==> config.mk <==
export PLATFORM = sky130hd
export DESIGN_NAME = prw_por_watchdog
export DESIGN_NICKNAME = d
export VERILOG_FILES = /design/src/hw/prw_pkg.sv /design/src/hw/prw_por_watchdog.sv
export SDC_FILE = /design/constraint.sdc
export NUM_CORES = 1
export LEC_CHECK = 0
export ABC_AREA = 1
export BUFFER_PORTS_ARGS = -buffer_cell sky130_fd_sc_hd__buf_2
export CAP_MARGIN = 20
export CORE_MARGIN = 2
export CORE_UTILIZATION = 35
export DETAILED_ROUTE_END_ITERATION = 10
export SETUP_SLACK_MARGIN = 0.1
export SLEW_MARGIN = 20
export SYNTH_ARGS = -nofsm -noshare
export SYNTH_HDL_FRONTEND = slang
export SYNTH_SLANG_ARGS = --single-unit
==> constraint.sdc <==
create_clock -name clk -period 2.3 [get_ports clk]
set_clock_uncertainty 0.05 [all_clocks]
set_input_delay 0 -clock clk [delete_from_list [all_inputs] [get_ports clk]]
set_output_delay 0 -clock clk [all_outputs]
set_load 0.02 [all_outputs]
==> src/hw/prw_pkg.sv <==
package prw_pkg;

    // oscillator rate and the watchdog timebase
    localparam int unsigned CLK_MHZ       = 50;
    localparam int unsigned TICK_DIV      = 100;
    localparam logic [6:0]  TICK_LAST     = 7'(TICK_DIV - 1);

    // window and reset lengths in watchdog cycles
    localparam int unsigned HOLD_TICKS    = 64;
    localparam int unsigned CLOSED_TICKS  = 32;
    localparam int unsigned OPEN_TICKS    = 32;
    localparam logic [5:0]  HOLD_LAST     = 6'(HOLD_TICKS - 1);
    localparam logic [5:0]  CLOSED_LAST   = 6'(CLOSED_TICKS - 1);
    localparam logic [5:0]  WIN_LAST      = 6'(CLOSED_TICKS + OPEN_TICKS - 1);

    // supply glitch filter: least time a dip must last, rounded up to cycles
    localparam int unsigned GLITCH_FILTER_TIME_NS = 1000;
    localparam int unsigned GLITCH_CYCLES =
        (GLITCH_FILTER_TIME_NS * CLK_MHZ + 999) / 1000;

    // sample pattern of a valid trigger before the final low sample
    localparam logic [2:0]  TRIG_PATTERN  = 3'h6;

    // values after reset
    localparam logic [6:0]  TICK_RST      = 7'h00;
    localparam logic [5:0]  WIN_RST       = 6'h00;
    localparam logic [2:0]  SMP_RST       = 3'h0;
    localparam logic [7:0]  FLT_RST       = 8'h00;

    // window sequencer states
    typedef enum logic [1:0] {
        ST_HOLD    = 2'b00,
        ST_CLOSED  = 2'b01,
        ST_OPEN    = 2'b10,
        ST_PRETRIG = 2'b11
    } prw_state_e;

    // open-drain pin: level driven and its enable
    typedef struct packed {
        logic drv;
        logic oe;
    } prw_od_pin_s;

endpackage

==> src/hw/prw_por_watchdog.sv <==
`timescale 1ns/1ps
// What this block does
// - watchdog cycle is one hundred oscillator periods
// - sustained low supply drives reset output low
// - supply dips shorter than filter are ignored
// - after supply good, hold reset 64 cycles
// - reset release starts 32-cycle closed window
// - trigger inside closed window is a pretrigger
// - open window ends on trigger, max 32
// - sample once per cycle; high,high,low,low valid
// - valid trigger or power event restarts closed window
// - fault resets at 64 after window start, 64 long
// - only last low sample in open is correct
// - first valid trigger raises system enable
// - system enable drops at once on faults
// - reset output is open-drain, idles high
module prw_por_watchdog #(
    parameter int unsigned GLITCH_CYCLES = prw_pkg::GLITCH_CYCLES
) (
    input  wire logic           clk,
    input  wire logic           sys_rst,
    input  wire logic           vcc_below_threshold,
    input  wire logic           watchdog_trigger_input,
    output prw_pkg::prw_od_pin_s reset_output,
    output logic                system_enable
);

    localparam logic [7:0] FLT_LAST = 8'(GLITCH_CYCLES - 1);

    logic                 vcc_meta_reg;
    logic                 vcc_sync_reg;
    logic                 trig_meta_reg;
    logic                 trig_sync_reg;
    logic [6:0]           tick_cnt_reg;
    logic [6:0]           tick_cnt_next;
    logic [7:0]           flt_cnt_reg;
    logic [7:0]           flt_cnt_next;
    logic                 vcc_fail_reg;
    logic                 vcc_fail_next;
    logic [2:0]           smp_reg;
    logic [2:0]           smp_next;
    logic [5:0]           win_cnt_reg;
    logic [5:0]           win_cnt_next;
    prw_pkg::prw_state_e  state_reg;
    prw_pkg::prw_state_e  state_next;
    prw_pkg::prw_od_pin_s rst_pin_reg;
    prw_pkg::prw_od_pin_s rst_pin_next;
    logic                 sen_reg;
    logic                 sen_next;
    wire                  tick;
    wire                  trig_valid;
    wire                  flt_full;

    // two-stage synchronisers
    // both pins are asynchronous to the oscillator; only the second stage is read
    always_ff @(posedge clk) begin
        if (sys_rst) begin
            vcc_meta_reg  <= 1'b0;
            vcc_sync_reg  <= 1'b0;
            trig_meta_reg <= 1'b0;
            trig_sync_reg <= 1'b0;
        end else begin
            vcc_meta_reg  <= vcc_below_threshold;
            vcc_sync_reg  <= vcc_meta_reg;
            trig_meta_reg <= watchdog_trigger_input;
            trig_sync_reg <= trig_meta_reg;
        end
    end

    // timebase divider
    // free running so the tick phase never depends on the window sequencing
    assign tick          = (tick_cnt_reg == prw_pkg::TICK_LAST);
    assign tick_cnt_next = tick ? prw_pkg::TICK_RST : 7'(tick_cnt_reg + 7'h01);

    // reaction-time filter
    // a dip must stay low for the full count before it counts as a power-down
    assign flt_full      = (flt_cnt_reg == FLT_LAST);
    assign flt_cnt_next  = !vcc_sync_reg ? prw_pkg::FLT_RST :
                           flt_full      ? flt_cnt_reg : 8'(flt_cnt_reg + 8'h01);
    assign vcc_fail_next = vcc_sync_reg & (vcc_fail_reg | flt_full);

    // trigger sampling once per watchdog cycle
    // a valid trigger is the fourth sample low after the pattern high,high,low
    assign smp_next   = (state_reg == prw_pkg::ST_HOLD) ? prw_pkg::SMP_RST :
                        tick ? {smp_reg[1:0], trig_sync_reg} : smp_reg;
    assign trig_valid = tick & (smp_reg == prw_pkg::TRIG_PATTERN) & ~trig_sync_reg;

    // window sequencer, reset pin and system enable
    always_comb begin
        state_next   = state_reg;
        win_cnt_next = win_cnt_reg;
        rst_pin_next = rst_pin_reg;
        sen_next     = sen_reg;
        rst_pin_next.drv = 1'b0;
        if (vcc_fail_reg) begin
            // supply low holds reset and restarts sequencing
            state_next       = prw_pkg::ST_HOLD;
            win_cnt_next     = prw_pkg::WIN_RST;
            rst_pin_next.oe  = 1'b1;
            sen_next         = 1'b0;
        end else if (tick) begin
            case (state_reg)
                prw_pkg::ST_HOLD: begin
                    // reset hold count, also used after a fault
                    if (win_cnt_reg == prw_pkg::HOLD_LAST) begin
                        state_next      = prw_pkg::ST_CLOSED;
                        win_cnt_next    = prw_pkg::WIN_RST;
                        rst_pin_next.oe = 1'b0;
                    end else begin
                        win_cnt_next = 6'(win_cnt_reg + 6'h01);
                    end
                end
                prw_pkg::ST_CLOSED: begin
                    win_cnt_next = 6'(win_cnt_reg + 6'h01);
                    if (trig_valid) begin
                        state_next = prw_pkg::ST_PRETRIG;
                        sen_next   = 1'b0;
                    end else if (win_cnt_reg == prw_pkg::CLOSED_LAST) begin
                        // the next sample already falls in the open window
                        state_next = prw_pkg::ST_OPEN;
                    end
                end
                prw_pkg::ST_OPEN: begin
                    if (trig_valid) begin
                        state_next   = prw_pkg::ST_CLOSED;
                        win_cnt_next = prw_pkg::WIN_RST;
                        sen_next     = 1'b1;
                    end else if (win_cnt_reg == prw_pkg::WIN_LAST) begin
                        state_next      = prw_pkg::ST_HOLD;
                        win_cnt_next    = prw_pkg::WIN_RST;
                        rst_pin_next.oe = 1'b1;
                        sen_next        = 1'b0;
                    end else begin
                        win_cnt_next = 6'(win_cnt_reg + 6'h01);
                    end
                end
                prw_pkg::ST_PRETRIG: begin
                    // reset waits for 64 cycles after window start
                    if (win_cnt_reg == prw_pkg::WIN_LAST) begin
                        state_next      = prw_pkg::ST_HOLD;
                        win_cnt_next    = prw_pkg::WIN_RST;
                        rst_pin_next.oe = 1'b1;
                    end else begin
                        win_cnt_next = 6'(win_cnt_reg + 6'h01);
                    end
                end
                default: begin
                    state_next      = prw_pkg::ST_HOLD;
                    win_cnt_next    = prw_pkg::WIN_RST;
                    rst_pin_next.oe = 1'b1;
                    sen_next        = 1'b0;
                end
            endcase
        end
    end

    // state registers; reset starts in the power-up hold with the pin pulled low
    always_ff @(posedge clk) begin
        if (sys_rst) begin
            tick_cnt_reg <= prw_pkg::TICK_RST;
            flt_cnt_reg  <= prw_pkg::FLT_RST;
            vcc_fail_reg <= 1'b0;
            smp_reg      <= prw_pkg::SMP_RST;
            win_cnt_reg  <= prw_pkg::WIN_RST;
            state_reg    <= prw_pkg::ST_HOLD;
            rst_pin_reg  <= '{drv: 1'b0, oe: 1'b1};
            sen_reg      <= 1'b0;
        end else begin
            tick_cnt_reg <= tick_cnt_next;
            flt_cnt_reg  <= flt_cnt_next;
            vcc_fail_reg <= vcc_fail_next;
            smp_reg      <= smp_next;
            win_cnt_reg  <= win_cnt_next;
            state_reg    <= state_next;
            rst_pin_reg  <= rst_pin_next;
            sen_reg      <= sen_next;
        end
    end

    // open-drain pin, only ever pulled low; the pull-up sits outside
    assign reset_output  = rst_pin_reg;
    assign system_enable = sen_reg;
endmodule // prw_por_watchdog

==> flow_summary.json <==
{
  "number_of_standard_cells_in_the_final_layout_excluding_fillers": 278,
  "final-setup-viol-count": 0,
  "ios": 7,
  "finalWirelength_um": 2780,
  "syn_nets": 224,
  "cts_setup_buffers": 0,
  "maxCapViolCount": 0,
  "fin_nets": 239,
  "worstPathCellList": "ha_1 -> nand2_1 -> nor2_2 -> buf_4 -> nand3_1 -> nand2_1 -> o21ai_0 -> nand3b_1 -> nand3_1",
  "cts_repair_resize_count": 0,
  "timing.final.crit_share": 0.697,
  "multiInputGateArea_um2": 807,
  "synthCells": 211,
  "total_leakage_power_nw": 0.691,
  "first_pass_iters": 4,
  "antenna_cells": 0,
  "slowest_stage": "dfxtp_1",
  "asyncSetResetFlopFracSynth": 0,
  "first_global_vias": 1273,
  "synth-edff-count": 0,
  "vdd_ir_drop_max_mv": 0.349,
  "number_of_clock_buffers_inserted_by_tritoncts": 5,
  "route.antenna.remaining_nets": 0,
  "power_density_nw_per_um2": 579,
  "sum_of_net_half_perimeters_after_detailed_placement_um": 2020,
  "synth_warnings": 0,
  "crit_family": "simple AND/OR/NAND/NOR gates",
  "finalPower_w": 0.00105,
  "number_of_antenna_violations_at_the_first_check_in_global_routing": 0,
  "worst_setup_hold_path_clk_slew_ns": 0.07,
  "setup.worst_path.class": "reg -> reg",
  "avgViaCountPerCell": 4.60,
  "final-max-slew-violation-count": 0,
  "critical-path-max-stage-delay_ns": 0.35,
  "timing.critical_path.required_ns": 2.41,
  "synth_flop_cell": "dfxtp_1",
  "drc_marker_count_from_the_first_detailed_route_iteration": 56,
  "yosys_register_bits": 33,
  "groute.usage.overall": 0.131,
  "flip_flop_count_of_the_largest_register_after_layout": 8,
  "gr-total-overflow": 0,
  "holdCritPathClass": "reg -> reg",
  "core_area_um2": 4380,
  "h-tree-depth": 2,
  "drt_drc_violations_left": 0,
  "initial_core_util": 0.367,
  "globalplace.congestion": 0.778,
  "post-synth-top-area-cell": "dfxtp_1",
  "ys_top_cells_by_area": "dfxtp_1 (41%), nor2_1 (7.7%), nand2_1 (7.5%)",
  "fp-row-count": 24,
  "cts.hold.buffers_added": 5,
  "crit_path_end_kind": "flop",
  "fmaxAchievable_mhz": 624,
  "seq_area_um2": 661,
  "placed_cell_area_um2": 1680,
  "die_height_um": 71.8,
  "status": "finished, final reports clean",
  "worstSkewPairLatency_ns": 0.28,
  "syn_area_per_cell_um2": 7.62,
  "synth_cell_count_leaders": "dfxtp_1 (33), nor2_1 (33), nand2_1 (32)",
  "rsz0062_at_grt": "no",
  "grt_first_pass_wirelength_um": 5260,
  "crit_arrival_ns": 1.71,
  "ctsRootBufferMaster": "clkbuf_8",
  "sink_count_of_the_clock_tree": 33,
  "ctsLongestPathBuffers": 2,
  "synth_area_um2": 1610,
  "die_area_um2": 5150,
  "die_x_um": 71.8,
  "finalHoldViolCount": 0,
  "final_design_area_no_fill_um2": 1820,
  "worstSetupStartpointType": "flop",
  "flow.area_growth_from_synthesis_pct": 13.1,
  "final.setup.tns_ns": 0,
  "vias": 1278,
  "tritoncts": "yes",
  "dpl.cell_count": 266,
  "crit_buf_inv": 1,
  "path_max_fanout": 10,
  "period_needed_ns": 1.60,
  "synth_cell_type_count": 32,
  "yosysTopAreaCellShare": 0.411,
  "fillerInstances": 451,
  "seq_area_frac_synth": 0.411,
  "buffer_ports.inserted": 5,
  "final_core_util": 0.415,
  "largest_net_degree_at_the_start_of_global_routing": 12,
  "routed_wire_length_per_instance_um": 10.0,
  "final_layout_size_suffix_gt1_frac": 0.0973
}
cell type report:
cell class	instances	share of cell area
repair buffers	11	0.0454
multi-input cells	144	0.444
clock buffers	7	0.0475
inverters	31	0.0640
flip-flops and latches	33	0.363
well taps	52	0.0358
per-stage QoR:
step | hold WS, ns | setup slack, ns
finish | 0.360 | 0.697
global route | 0.380 | 0.532
CTS | 0.356 | 0.691
detailed placement | 0.167 | 0.690
global placement | 0.148 | 0.697
floorplan | 0.0212 | 0.837
power by group:
part | switching [W] | internal, W | leakage (nW) | total, W
Clock | 0.000196 | 0.000237 | 0.0443 | 0.000433
Sequential | 0.00000508 | 0.000580 | 0.267 | 0.000585
Combinational | 0.0000189 | 0.0000153 | 0.379 | 0.0000342
Total | 0.000220 | 0.000832 | 0.691 | 0.00105
logic make-up after synthesis:
family	Yosys count	synth area share
AOI/OAI and AO/OA	24	0.0895
xor gates and xnor gates	7	0.0381
adders and majority gates	9	0.0700
buffers and inverters	34	0.0872
DFF	33	0.411
other	1	0.00233
and+or+nand+nor	103	0.302
layer usage:
layer / vias up / part of all wire / global-route usage / wire (µm)
met4: 0 / 0.024 / 0.0692 / 68
met1: 558 / 0.50 / 0.160 / 1390
li1: 696 / - / - / -
met5: - / 0 / 0 / 0
met3: 5 / 0.029 / 0.0422 / 81
met2: 19 / 0.45 / 0.206 / 1240
tightest hold or removal path, cell delays in order, from the launching register on:
cell	delay, ns
dfxtp_1	0.30
inv_1	0.04
nor2_1	0.03
final timing paths:
check	startpoint	endpoint	slack [ns]	depth (start not counted)
worst max-delay path	tick_cnt_reg[0]	reset_output[0]	0.70	9
worst min-delay path	vcc_meta_reg	vcc_sync_reg	0.36	2
worst max register to register	tick_cnt_reg[0]	reset_output[0]	0.70	9
worst min register to register	vcc_meta_reg	vcc_sync_reg	0.36	2
placed cells by master, fill, tap and decap left out, drive strengths merged, types with 6 or more instances in the layout:
cell and instances:
buf 6, dfxtp 33, o21ai 7, nand2 34, ha 9, nor2 34
nor3 7, a21oi 13, inv 31, clkbuf 7, nand3 15
No activity file was read; power rests on OpenSTA's default activity.
